<file path="src/core/ptme_params.svh">
// constants for the status-transfer and multiply execute block
`ifndef PTME_PARAMS_SVH
`define PTME_PARAMS_SVH
`define PTME_CLK_MHZ 25
`define PTME_OP_HI_VAL 5'h02
`define PTME_RD_MID_VAL 6'h0F
`define PTME_WR_MID_VAL 10'h29F
`define PTME_FLG_HI_VAL 2'h0
`define PTME_FLG_MID_VAL 2'h2
`define PTME_MUL_HI_VAL 6'h00
`define PTME_MUL_LO_VAL 4'h9
`define PTME_SEL_BIT 22
`define PTME_IMM_BIT 25
`define PTME_ACC_BIT 21
`define PTME_SET_BIT 20
`define PTME_MODE_USER 5'h10
`define PTME_MODE_RESET 5'h13
`define PTME_STATUS_RESET 32'h0000_00D3
`define PTME_IMPL_MASK 32'hF000_00DF
`define PTME_FLAG_MASK 32'hF000_0000
`define PTME_MAX_ITER 5'h10
`define PTME_NUM_BANKS 5
`endif

</file>
<file path="src/core/ptme_pkg.sv">
// types for the status-transfer and multiply execute block
package ptme_pkg;
  typedef enum logic [1:0] {
    PTME_IDLE = 2'b00,
    PTME_XFER = 2'b01,
    PTME_MULT = 2'b11,
    PTME_DONE = 2'b10
  } ptme_state_t;

  typedef struct packed {
    logic [3:0] rd;
    logic [3:0] rn;
    logic [3:0] rs;
    logic [3:0] rm;
  } ptme_regsel_t;

  typedef struct packed {
    logic we;
    logic [3:0] idx;
    logic [31:0] data;
  } ptme_wr_t;
endpackage

</file>
<file path="src/core/ptme_exec.sv">
// execute logic for status transfers and multiply / multiply-accumulate
`timescale 1ns/100ps
`default_nettype none
`include "ptme_params.svh"

// What this block does
// - execute only when condition passes
// - decode status-to-register read fields
// - decode full register-to-status write fields
// - decode flags-only status write fields
// - select bit picks current or banked saved
// - flags-only write copies bits 31:28
// - user mode current write touches flags only
// - privileged full write replaces whole word
// - immediate-select bit picks immediate or register
// - only eleven status bits are implemented
// - status transfer takes one cycle
// - status read copies whole word
// - compare opcodes without set bit transfer status
// - 2-bit Booth multiply, low 32 bits
// - plain multiply ignores accumulate register
// - accumulate form adds accumulate register
// - destination equal to first operand is unsafe
// - set bit updates negative and zero
// - m internal cycles from multiplier magnitude
// - multiplier 0/1 one cycle, max sixteen
// - immediate is rotated eight-bit field
module ptme_exec
  import ptme_pkg::*;
#(
  parameter int XLEN = 32
) (
  // clock and reset
  input wire logic clk,
  input wire logic srst,
  // instruction issue
  input wire logic issue_valid,
  input wire logic [31:0] instr,
  output logic issue_ready,
  // register file read operands (combinational, indexed by regsel)
  output ptme_regsel_t regsel,
  input wire logic [XLEN-1:0] first_operand_value,
  input wire logic [XLEN-1:0] multiplier_value,
  input wire logic [XLEN-1:0] accumulate_value,
  // register file write
  output ptme_wr_t rf_wr,
  // status words
  output logic [31:0] current_status_word,
  output logic [31:0] saved_status_word,
  // completion
  output logic done,
  output logic unclaimed
);
  logic [31:0] current_status_word_ff, nxt_current_status_word;
  logic [31:0] saved_status_word_ff [`PTME_NUM_BANKS], nxt_saved_status_word [`PTME_NUM_BANKS];
  ptme_state_t st_ff, nxt_st;
  logic [31:0] acc_ff, nxt_acc;
  logic [31:0] mcand_ff, nxt_mcand;
  logic [31:0] mplier_ff, nxt_mplier;
  logic carry_ff, nxt_carry;
  logic [4:0] iter_ff, nxt_iter;
  logic [4:0] need_ff, nxt_need;
  logic [3:0] rd_ff, nxt_rd;
  logic set_ff, nxt_set;
  ptme_wr_t wr_ff, nxt_wr;
  logic done_ff, nxt_done;
  logic unc_ff, nxt_unc;

  // condition field evaluation against current flags
  logic n_f, z_f, c_f, v_f, cond_ok;
  assign n_f = current_status_word_ff[31];
  assign z_f = current_status_word_ff[30];
  assign c_f = current_status_word_ff[29];
  assign v_f = current_status_word_ff[28];
  always_comb begin
    unique case (instr[31:28])
      4'h0: cond_ok = z_f;
      4'h1: cond_ok = !z_f;
      4'h2: cond_ok = c_f;
      4'h3: cond_ok = !c_f;
      4'h4: cond_ok = n_f;
      4'h5: cond_ok = !n_f;
      4'h6: cond_ok = v_f;
      4'h7: cond_ok = !v_f;
      4'h8: cond_ok = c_f && !z_f;
      4'h9: cond_ok = !c_f || z_f;
      4'hA: cond_ok = n_f == v_f;
      4'hB: cond_ok = n_f != v_f;
      4'hC: cond_ok = !z_f && (n_f == v_f);
      4'hD: cond_ok = z_f || (n_f != v_f);
      4'hE: cond_ok = 1'b1;
      4'hF: cond_ok = 1'b0;
    endcase
  end

  // decode; the status transfers occupy compare/test opcodes with set bit clear
  logic is_rd, is_wr, is_flg, is_mul;
  assign is_rd = instr[27:23] == `PTME_OP_HI_VAL && instr[21:16] == `PTME_RD_MID_VAL
    && instr[11:0] == 12'h000;
  assign is_wr = instr[27:23] == `PTME_OP_HI_VAL && instr[21:12] == `PTME_WR_MID_VAL
    && instr[11:4] == 8'h00;
  assign is_flg = instr[27:26] == `PTME_FLG_HI_VAL && instr[24:23] == `PTME_FLG_MID_VAL
    && instr[21:12] == `PTME_WR_MID_VAL && !is_wr;
  assign is_mul = instr[27:22] == `PTME_MUL_HI_VAL && instr[7:4] == `PTME_MUL_LO_VAL;

  // saved word bank per mode; user/system have none
  function automatic logic [2:0] bank_of(input logic [4:0] m);
    unique case (m)
      5'h11: bank_of = 3'h0;
      5'h12: bank_of = 3'h1;
      5'h13: bank_of = 3'h2;
      5'h17: bank_of = 3'h3;
      5'h1B: bank_of = 3'h4;
      default: bank_of = 3'h7;
    endcase
  endfunction

  logic [2:0] bank;
  logic bank_ok, user_mode;
  assign bank = bank_of(current_status_word_ff[4:0]);
  assign bank_ok = bank != 3'h7;
  assign user_mode = current_status_word_ff[4:0] == `PTME_MODE_USER;

  // immediate source: zero-extended byte rotated right by twice the field
  logic [31:0] imm_val, src_val;
  logic [4:0] rot;
  assign rot = {instr[11:8], 1'b0};
  assign imm_val = ({24'h00_0000, instr[7:0]} >> rot) | ({24'h00_0000, instr[7:0]} << (6'd32 - {1'b0, rot}));
  assign src_val = instr[`PTME_IMM_BIT] ? imm_val : first_operand_value;

  assign regsel.rd = instr[15:12];
  assign regsel.rn = is_mul ? instr[15:12] : instr[19:16];
  assign regsel.rs = instr[11:8];
  assign regsel.rm = instr[3:0];

  // required Booth iterations from multiplier magnitude: m = ceil((msb+2)/2)
  function automatic logic [4:0] iters_of(input logic [31:0] v);
    logic [4:0] r;
    r = 5'h01;
    for (int k = 1; k < 32; k++) begin
      if (v[k]) r = 5'((k + 3) / 2);
    end
    if (r > `PTME_MAX_ITER) r = `PTME_MAX_ITER;
    return r;
  endfunction

  // 2-bit Booth step: digit from two multiplier bits plus carried bit
  logic [31:0] booth_add;
  logic booth_carry;
  always_comb begin
    booth_add = 32'h0000_0000;
    booth_carry = 1'b0;
    unique case ({mplier_ff[1:0], carry_ff})
      3'b000: begin booth_add = 32'h0000_0000; booth_carry = 1'b0; end
      3'b001: begin booth_add = mcand_ff; booth_carry = 1'b0; end
      3'b010: begin booth_add = mcand_ff; booth_carry = 1'b0; end
      3'b011: begin booth_add = mcand_ff << 1; booth_carry = 1'b0; end
      3'b100: begin booth_add = -(mcand_ff << 1); booth_carry = 1'b1; end
      3'b101: begin booth_add = -mcand_ff; booth_carry = 1'b1; end
      3'b110: begin booth_add = -mcand_ff; booth_carry = 1'b1; end
      3'b111: begin booth_add = 32'h0000_0000; booth_carry = 1'b1; end
    endcase
  end

  logic [31:0] acc_step;
  assign acc_step = acc_ff + booth_add;

  assign issue_ready = st_ff == PTME_IDLE;

  always_comb begin
    nxt_current_status_word = current_status_word_ff;
    for (int b = 0; b < `PTME_NUM_BANKS; b++) nxt_saved_status_word[b] = saved_status_word_ff[b];
    nxt_st = st_ff;
    nxt_acc = acc_ff;
    nxt_mcand = mcand_ff;
    nxt_mplier = mplier_ff;
    nxt_carry = carry_ff;
    nxt_iter = iter_ff;
    nxt_need = need_ff;
    nxt_rd = rd_ff;
    nxt_set = set_ff;
    nxt_wr = '0;
    nxt_done = 1'b0;
    nxt_unc = 1'b0;
    unique case (st_ff)
      PTME_IDLE: begin
        if (issue_valid) begin
          if (!cond_ok) begin
            nxt_done = 1'b1;
          end else if (is_rd) begin
            nxt_wr.we = 1'b1;
            nxt_wr.idx = instr[15:12];
            nxt_wr.data = instr[`PTME_SEL_BIT] ? (bank_ok ? saved_status_word_ff[bank] : 32'h0000_0000)
              : current_status_word_ff;
            nxt_done = 1'b1;
          end else if (is_wr || is_flg) begin
            if (instr[`PTME_SEL_BIT]) begin
              if (bank_ok) begin
                if (is_flg) begin
                  nxt_saved_status_word[bank] = (saved_status_word_ff[bank] & ~`PTME_FLAG_MASK) | (src_val & `PTME_FLAG_MASK);
                end else begin
                  nxt_saved_status_word[bank] = first_operand_value & `PTME_IMPL_MASK;
                end
              end
            end else if (is_flg || user_mode) begin
              nxt_current_status_word = (current_status_word_ff & ~`PTME_FLAG_MASK)
                | ((is_flg ? src_val : first_operand_value) & `PTME_FLAG_MASK);
            end else begin
              nxt_current_status_word = first_operand_value & `PTME_IMPL_MASK;
            end
            nxt_done = 1'b1;
          end else if (is_mul) begin
            // destination aliasing the first operand: a plain multiply gives zero
            nxt_mcand = (!instr[`PTME_ACC_BIT] && instr[19:16] == instr[3:0]) ? 32'h0000_0000
              : first_operand_value;
            nxt_mplier = multiplier_value;
            nxt_carry = 1'b0;
            nxt_acc = instr[`PTME_ACC_BIT] ? accumulate_value : 32'h0000_0000;
            nxt_need = iters_of(multiplier_value);
            nxt_iter = 5'h00;
            nxt_rd = instr[19:16];
            nxt_set = instr[`PTME_SET_BIT];
            nxt_st = PTME_MULT;
          end else begin
            nxt_unc = 1'b1;
            nxt_done = 1'b1;
          end
        end
      end
      PTME_MULT: begin
        nxt_acc = acc_step;
        nxt_mcand = mcand_ff << 2;
        nxt_mplier = mplier_ff >> 2;
        nxt_carry = booth_carry;
        nxt_iter = iter_ff + 5'h01;
        if (iter_ff + 5'h01 == need_ff) nxt_st = PTME_DONE;
      end
      PTME_DONE: begin
        nxt_wr.we = 1'b1;
        nxt_wr.idx = rd_ff;
        nxt_wr.data = acc_ff;
        if (set_ff) begin
          nxt_current_status_word[31] = acc_ff[31];
          nxt_current_status_word[30] = acc_ff == 32'h0000_0000;
        end
        nxt_done = 1'b1;
        nxt_st = PTME_IDLE;
      end
      PTME_XFER: nxt_st = PTME_IDLE;
    endcase
  end

  always_ff @(posedge clk) begin
    if (srst) begin
      current_status_word_ff <= `PTME_STATUS_RESET;
      for (int b = 0; b < `PTME_NUM_BANKS; b++) saved_status_word_ff[b] <= 32'h0000_0000;
      st_ff <= PTME_IDLE;
      acc_ff <= 32'h0000_0000;
      mcand_ff <= 32'h0000_0000;
      mplier_ff <= 32'h0000_0000;
      carry_ff <= 1'b0;
      iter_ff <= 5'h00;
      need_ff <= 5'h00;
      rd_ff <= 4'h0;
      set_ff <= 1'b0;
      wr_ff <= '0;
      done_ff <= 1'b0;
      unc_ff <= 1'b0;
    end else begin
      current_status_word_ff <= nxt_current_status_word;
      for (int b = 0; b < `PTME_NUM_BANKS; b++) saved_status_word_ff[b] <= nxt_saved_status_word[b];
      st_ff <= nxt_st;
      acc_ff <= nxt_acc;
      mcand_ff <= nxt_mcand;
      mplier_ff <= nxt_mplier;
      carry_ff <= nxt_carry;
      iter_ff <= nxt_iter;
      need_ff <= nxt_need;
      rd_ff <= nxt_rd;
      set_ff <= nxt_set;
      wr_ff <= nxt_wr;
      done_ff <= nxt_done;
      unc_ff <= nxt_unc;
    end
  end

  assign rf_wr = wr_ff;
  assign done = done_ff;
  assign unclaimed = unc_ff;
  assign current_status_word = current_status_word_ff;
  assign saved_status_word = bank_ok ? saved_status_word_ff[bank] : 32'h0000_0000;

  a_skip_cond: assert property (@(posedge clk) disable iff (srst)
    issue_ready && issue_valid && !cond_ok |=> !rf_wr.we && $stable(current_status_word_ff))
    else $error("failed condition still had an effect");
  a_xfer_one: assert property (@(posedge clk) disable iff (srst)
    issue_ready && issue_valid && cond_ok && (is_rd || is_wr || is_flg) |=> done && issue_ready)
    else $error("status transfer not done in one cycle");
  a_read_word: assert property (@(posedge clk) disable iff (srst)
    issue_ready && issue_valid && cond_ok && is_rd && !instr[22] |=> rf_wr.we && rf_wr.data == $past(current_status_word_ff))
    else $error("status read value wrong");
  a_user_prot: assert property (@(posedge clk) disable iff (srst)
    issue_ready && issue_valid && cond_ok && is_wr && !instr[22] && user_mode
    |=> current_status_word_ff[27:0] == $past(current_status_word_ff[27:0]))
    else $error("user write changed control bits");
  a_flag_only: assert property (@(posedge clk) disable iff (srst)
    issue_ready && issue_valid && cond_ok && is_flg && !instr[22]
    |=> current_status_word_ff[31:28] == $past(src_val[31:28]) && current_status_word_ff[27:0] == $past(current_status_word_ff[27:0]))
    else $error("flags-only write wrong");
  a_priv_full: assert property (@(posedge clk) disable iff (srst)
    issue_ready && issue_valid && cond_ok && is_wr && !instr[22] && !user_mode
    |=> current_status_word_ff == ($past(first_operand_value) & 32'hF000_00DF))
    else $error("privileged full write wrong");
  a_resv_zero: assert property (@(posedge clk) disable iff (srst)
    current_status_word_ff[27:8] == 20'h0_0000 && !current_status_word_ff[5])
    else $error("reserved status bits set");
  a_mul_fast: assert property (@(posedge clk) disable iff (srst)
    issue_ready && issue_valid && cond_ok && is_mul && multiplier_value < 32'h0000_0002
    |=> ##2 done && rf_wr.we)
    else $error("multiply by 0/1 not one iteration");
  a_mul_max: assert property (@(posedge clk) disable iff (srst)
    issue_ready && issue_valid && cond_ok && is_mul |=> ##[1:16] (st_ff == PTME_DONE))
    else $error("multiply exceeded sixteen iterations");
  a_mul_flags: assert property (@(posedge clk) disable iff (srst)
    st_ff == PTME_DONE && set_ff |=> current_status_word_ff[31] == rf_wr.data[31]
    && current_status_word_ff[30] == (rf_wr.data == 32'h0000_0000) && current_status_word_ff[28] == $past(current_status_word_ff[28]))
    else $error("multiply flags wrong");
endmodule
`default_nettype wire

</file>
<file path="config.mk">
export PLATFORM = sky130hd
export DESIGN_NAME = ptme_exec
export DESIGN_NICKNAME = d
export VERILOG_FILES = /design/src/core/ptme_pkg.sv /design/src/core/ptme_exec.sv
export VERILOG_INCLUDE_DIRS = /design/src /design/src/core
export SDC_FILE = /design/constraint.sdc
export NUM_CORES = 1
export LEC_CHECK = 0
export ABC_AREA = 0
export BUFFER_PORTS_ARGS = -buffer_cell sky130_fd_sc_hd__buf_2
export CELL_PAD_IN_SITES_DETAIL_PLACEMENT = 2
export CELL_PAD_IN_SITES_GLOBAL_PLACEMENT = 2
export CORE_MARGIN = 5
export CORE_UTILIZATION = 35
export CTS_CLUSTER_SIZE = 10
export DETAILED_ROUTE_END_ITERATION = 8
export GPL_ROUTABILITY_DRIVEN = 0
export PLACE_DENSITY = 0.89
export SYNTH_ARGS = -nofsm -noshare
export SYNTH_HDL_FRONTEND = slang
export SYNTH_SLANG_ARGS = --single-unit
export TNS_END_PERCENT = 20
</file>
<file path="constraint.sdc">
create_clock -name clk -period 8.9 [get_ports clk]
set_input_delay 0.89 -clock clk [delete_from_list [all_inputs] [get_ports clk]]
set_output_delay 0.89 -clock clk [all_outputs]
set_load 0.1 [all_outputs]
</file>
### Word level (Yosys, flattened, before mapping)

Memory sizes are Yosys's and may differ from the RTL's.
Index checks and enable logic that the tools add are counted.

* register bits after elaboration: 185
* latch bits: 0
* bits in writable memories: 160
* ROM bits: 0
* bits of input ports: 131
* output and inout bits: 120
* logic and storage cells: 260
* memories kept: 1

* $add $sub $neg: 5
* $mul: 0
* div/mod/pow operators: 0
* order comparisons: 3
* equality and inequality tests: 50
* shift operators: 2
* muxes and demuxes: 124
* bitwise gates (word level): 15
* reduce and logical (&&, ||, !) cells: 44

Memory list
* saved_status_word_ff: depth 5, bits a word 32, read ports 6, clocked after Yosys merged registers in 0, wr ports 5, RTL line ptme_exec.sv:55 `` logic [31:0] saved_status_word_ff [`PTME_NUM_BANKS], nxt_saved_status_word [`PTME_NUM_BANKS]; ``

Operator list (number)
* $mux 160: 8
* $mux 32: 33
* $bwmux 160: 2
* $mux 5: 42
* $pmux 32 s2: 3
* $pmux 32 s5: 1
* $mux 37: 3
* $demux 32 s3: 1
* $pmux 37 s2: 1
* $neg 32->32: 2
* $or 28x32->32: 2
* $eq 4x4->1 const B: 9
* $add 32x32->32: 1
* $logic_not 32->1: 1
* $or 32x32->32: 1
* $shl 8x6->32: 1
* $shr 8x5->32: 1
* $eq 5x5->1 const B: 6
* $reduce_and 6->1: 4
* $eq 4x3->1 const B: 4
* $mux 2: 8
* $pmux 1 s16: 1
* $pmux 3 s5: 1
* $mux 1: 13
* 44 further kinds: 94

### Depth between registers and ports, before layout

* depth after elaboration: 39
* depth in mapped cells: 21
* depth with buffers taken out: 21

### Worst setup path after synthesis

No wires, ideal clock.

* path kind: register to output
* start point: reg current_status_word_ff[1], in the netlist current_status_word[1]
* end point: out saved_status_word[28]
* arrival time: 5039 ps
* required time: 8010 ps
* setup slack: 2971 ps
* cell stages (with the launch flop): 7
* path buffers: 1
* cell sequence: dfxtp_1 clkbuf_1 nor2b_1 a21oi_1 o21ai_0 nand2_1 nor4_1

* word-level cells in the longest chain between the ends: 4
* elaborated cells between the ends (all ways): 9
* those cells by class: 6 x eq/ne; 2 x mux; 1 x memory

RTL lines
* from (decl): RTL line ptme_exec.sv:54 `logic [31:0] current_status_word_ff, nxt_current_status_word;`
* from (signal assigned): RTL line ptme_exec.sv:255 `` current_status_word_ff <= `PTME_STATUS_RESET; ``
* from (signal assigned): RTL line ptme_exec.sv:270 `current_status_word_ff <= nxt_current_status_word;`
* $eq 5x5->1: RTL line ptme_exec.sv:108 `unique case (m)`
* $pmux 3 s5 *: RTL line ptme_exec.sv:108
* $mem_v2 5x32 / $ne 3x3->1 (equally long branches)
* $mux 32 *: RTL line ptme_exec.sv:291 `assign saved_status_word = bank_ok ? saved_status_word_ff[bank] : 32'h0000_0000;`
* to (decl): RTL line ptme_exec.sv:49 `output logic [31:0] saved_status_word,`

Mark *: on every way between the ends. The rest lies on a longest branch, timed or not.

### Worst setup path in the final report

* start point: reg mcand_ff[0]
* end point: reg acc_ff[29]

* word-level cells in the longest chain between the ends: 4
* elaborated cells between the ends (all ways): 5
* those cells by class: 3 x add/sub; 2 x mux

RTL lines
* from (decl): RTL line ptme_exec.sv:58 `logic [31:0] mcand_ff, nxt_mcand;`
* from (signal assigned): RTL line ptme_exec.sv:274 `mcand_ff <= nxt_mcand;`
* $neg 32->32, on equally long branches: RTL line ptme_exec.sv:159, ptme_exec.sv:160, ptme_exec.sv:158
* $pmux 32 s5 *: RTL line ptme_exec.sv:153 `unique case ({mplier_ff[1:0], carry_ff})`
* $add 32x32->32 *: RTL line ptme_exec.sv:166 `assign acc_step = acc_ff + booth_add;`
* $pmux 32 s2 *: RTL line ptme_exec.sv:185 `unique case (st_ff)`
* to (signal assigned): RTL line ptme_exec.sv:273 `acc_ff <= nxt_acc;`
* to (decl): RTL line ptme_exec.sv:57 `logic [31:0] acc_ff, nxt_acc;`

Marked as above.
A chain may end at the register's enable or synchronous reset.

==> metrics <==
number of distinct library cells after synthesis 77; post-CTS setup buffer count 0; CTS tree yes; Leak Pwr 7.925 nW; Worst IR Drop VDD 0.09581 mV; global-route wire length before repair 129.6 mm; Starting DRT DRC Count 1,479; Die X 236.9 um; DRT Pass-1 Iters 7; Worst EP required just over 9 ns; unrepaired setup endpoints after global routing no; # port buffers ~230; Reg clk slew, reported paths ~0.06 ns; I/O pin cnt 251; PwrDens between 150 and 200 nW/um^2; via total after detailed routing 18,757; Final Cycle Share 66.92%; startpoint class of the critical path register; clk_lat worst skew 0.59 ns; Hold WC Path Type reg2reg; sequential area share after synthesis between 30% and 40%; critical path, cell by cell inv_1, ha_1, nor4b_1, buf_4, nand3_1, nor4_1, xor2_1, maj3_1, a221oi_1, ha_1, a21o_1, a311o_1, o31a_1, a311o_1, a211oi_1, o21ai_0, xnor2_1, a2111oi_0; Worst Path Buf+Inv 2; Die Span Y 236.9 um; WHS Path Cells 2; Post-DP HPWL 55.51 mm; drt wl/cell 27.94 um; area grow syn2layout 14.75%; # setup viols final 0; Syn. warnings 0; async set or reset register ratio after synthesis 0%; clock root cell clkbuf_16; Final nets 2,518; initial antenna violation count 8; Total GRT Usage between 20 and 30%; full die area 56,110 um^2; Routed Antenna Nets 0; Crit-path slowest cell a221oi_1; clock net sink count 324; syn_area_per_cell 8.042 um^2; Slew headroom 15.31%; Fillers 5,764; final wirelength 85.45 mm; Clock Skews roughly 0.028 ns; critical path class reg2reg; clock tree buffer depth 3; Rows just over 80; Final Critical Period 5.956 ns; Pins Over Slew Limit 0; Crit Path Max Fanout 10; setup TNS 0 ns; Synth Register Bits 324; Fmax achieved 0.1679 GHz; vias per cell 6.134; DR DRC count 0; number of synthesized flops with an enable pin 0; worst path arrival time 6.40 ns; Worst Setup End Kind register; worst slew pin tran 1.270 ns; Max stage delay on crit path about 0.50 ns; status completed; Hold Vio Cnt, Final 0; Main synth FF type dfxtp_1; Top delay family on crit path compound AO/OA/AOI/OAI gates; Max-Cap Viols 0; largest net degree at the start of global routing 119; Initial Util between 30% and 40%; vias in the first global route about 21,000; core area 51,200 um^2; total CTS buffers 41; share of post-route cells with drive strength above 1 between 10 and 15%; CTS resizes 0; Mapped Cells 2,240; post-synthesis cell area about 18,000 um^2; R2R cell count 18; cts hold-fix bufs 0; htree depth 2; WHS just under 0.5 ns; WP depth 18; Overflow after GRT 0
[final cells by class]
type,instances,area (um^2),area share [%]
multi-input cells,1703,10640,51.45
flip-flops and latches,324,6487,31.39
repair buffers,258,1373,6.640
clock buffers,59,1144,5.533
well taps,680,850.8,4.116
clock inverters,7,86.33,0.4177
inverters,21,78.83,0.3814
diodes,6,15.01,0.07264
[power by group]
| part | leakage (nW) | total, mW | switching [mW] | internal [mW] |
|---|---|---|---|---|
| Combinational | 4.71 | 0.971 | 0.702 | 0.269 |
| Sequential | 2.61 | 1.54 | 0.0540 | 1.48 |
| Clock | 0.601 | 1.61 | 0.693 | 0.918 |
| Total | 7.93 | 4.12 | 1.45 | 2.67 |
[placed cells by master (no fill, tap or decap), types with 9 or more instances in the layout]
| master | instances |
|---|---|
| nor2_1 | 489 |
| dfxtp_1 | 323 |
| buf_2 | 228 |
| mux2i_1 | 200 |
| a21oi_1 | 122 |
| nand2_1 | 100 |
| nor3_1 | 81 |
| a211oi_1 | 66 |
| o21ai_0 | 65 |
| o22ai_1 | 63 |
| a221oi_1 | 60 |
| clkbuf_16 | 41 |
| ha_1 | 36 |
| a22oi_1 | 35 |
| xnor2_1 | 33 |
| buf_4 | 29 |
| xor2_1 | 28 |
| nand3_1 | 28 |
| conb_1 | 21 |
| inv_1 | 20 |
| a21o_1 | 20 |
| o21ai_1 | 18 |
| nor4_1 | 18 |
| nor2b_1 | 15 |
| nand4_1 | 13 |
| clkbuf_1 | 13 |
| a31oi_1 | 11 |
| mux2_2 | 11 |
| maj3_1 | 10 |
| o21a_1 | 9 |
| a211o_1 | 9 |
[state kept, by name, indices dropped and copies added (netlist names)]
name	flops
saved_status_word_ff	160
rf_wr	37
acc_ff	32
mcand_ff	32
mplier_ff	32
current_status_word	11
iter_ff	5
need_ff	5
rd_ff	4
st_ff	2
carry_ff	1
done	1
set_ff	1
unclaimed	1
[worst min-delay path, delay by kind of cell (launching register included)]
family	cells	cell delay [ns]
flip-flops	1	0.31
AND/OR/NAND/NOR	1	0.06
AO/OA/AOI/OAI	1	0.06
[cells by family after synthesis]
family | count (synthesis) | share of synthesized area, %
xor gates and xnor gates | 61 | 2.966
muxes | 211 | 11.80
and+or+nand+nor | 816 | 19.91
adders and majority gates | 48 | 3.237
DFF | 324 | 36.01
buffers and inverters | 233 | 5.765
other | 1 | 0.02082
AOI/OAI and AO/OA | 546 | 20.30
[metrics by stage]
step | setup slack, ns | power, mW | std cells | cell area (um^2) | util, %
finish | 2.944 | 4.120 | 3058 | 20670 | 40.37
floorplan | 2.971 | 2.220 | 2260 | 18090 | -
CTS | 2.974 | 4.116 | 3052 | 20650 | 40.34
global route | 2.671 | 4.251 | 3058 | 20670 | 40.37
global placement | 3.447 | 2.439 | 2986 | 19420 | 37.94
detailed placement | 3.087 | 2.495 | 2986 | 19420 | 37.94
[final timing paths]
path,start,endpoint,slack (ns)
worst max-delay path,mcand_ff[0],acc_ff[29],2.94
worst min register to register,mplier_ff[31],mplier_ff[31],0.48
worst min-delay path,mplier_ff[31],mplier_ff[31],0.48
worst max register to register,mcand_ff[0],acc_ff[29],2.94
[synth_stat cells (8+ instances only)]
| master | count | area (um^2) |
|---|---|---|
| buf_1 | 10 | 37.54 |
| nand4_1 | 13 | 81.33 |
| xnor2_1 | 33 | 289.0 |
| nand3_1 | 28 | 140.1 |
| dfxtp_1 | 324 | 6486 |
| buf_4 | 34 | 255.2 |
| o22ai_1 | 63 | 394.1 |
| mux2_2 | 11 | 123.9 |
| nor2b_1 | 17 | 106.4 |
| o21a_1 | 9 | 67.56 |
| mux2i_1 | 200 | 2002 |
| nor4_1 | 18 | 112.6 |
| a211o_1 | 9 | 78.83 |
| inv_1 | 20 | 75.07 |
| nand2b_1 | 8 | 50.05 |
| xor2_1 | 28 | 245.2 |
| and2_1 | 10 | 62.56 |
| nor2_1 | 490 | 1839 |
| a22oi_1 | 35 | 262.8 |
| a21o_1 | 20 | 150.1 |
| nand2_1 | 100 | 375.4 |
| o21ai_0 | 65 | 325.3 |
| buf_2 | 23 | 115.1 |
| a31oi_1 | 11 | 68.82 |
| a211oi_1 | 68 | 510.5 |
| a21oi_1 | 122 | 610.6 |
| clkbuf_1 | 144 | 540.5 |
| maj3_1 | 10 | 100.1 |
| nor3_1 | 81 | 405.4 |
| ha_1 | 37 | 462.9 |
| and3_1 | 8 | 50.05 |
| o21ai_1 | 18 | 90.09 |
| a221oi_1 | 60 | 525.5 |
[per-layer routing]
| metal | GRT usage (%) | wire [um] | vias to the layer above |
|---|---|---|---|
| met2 | 51.62 | 42730 | 681 |
| met3 | 5.078 | 4642 | 245 |
| met5 | 0 | 21 | - |
| met4 | 12.16 | 4008 | 4 |
| li1 | - | - | 8226 |
| met1 | 34.28 | 34040 | 9601 |
No activity file was read; power rests on OpenSTA's default activity.
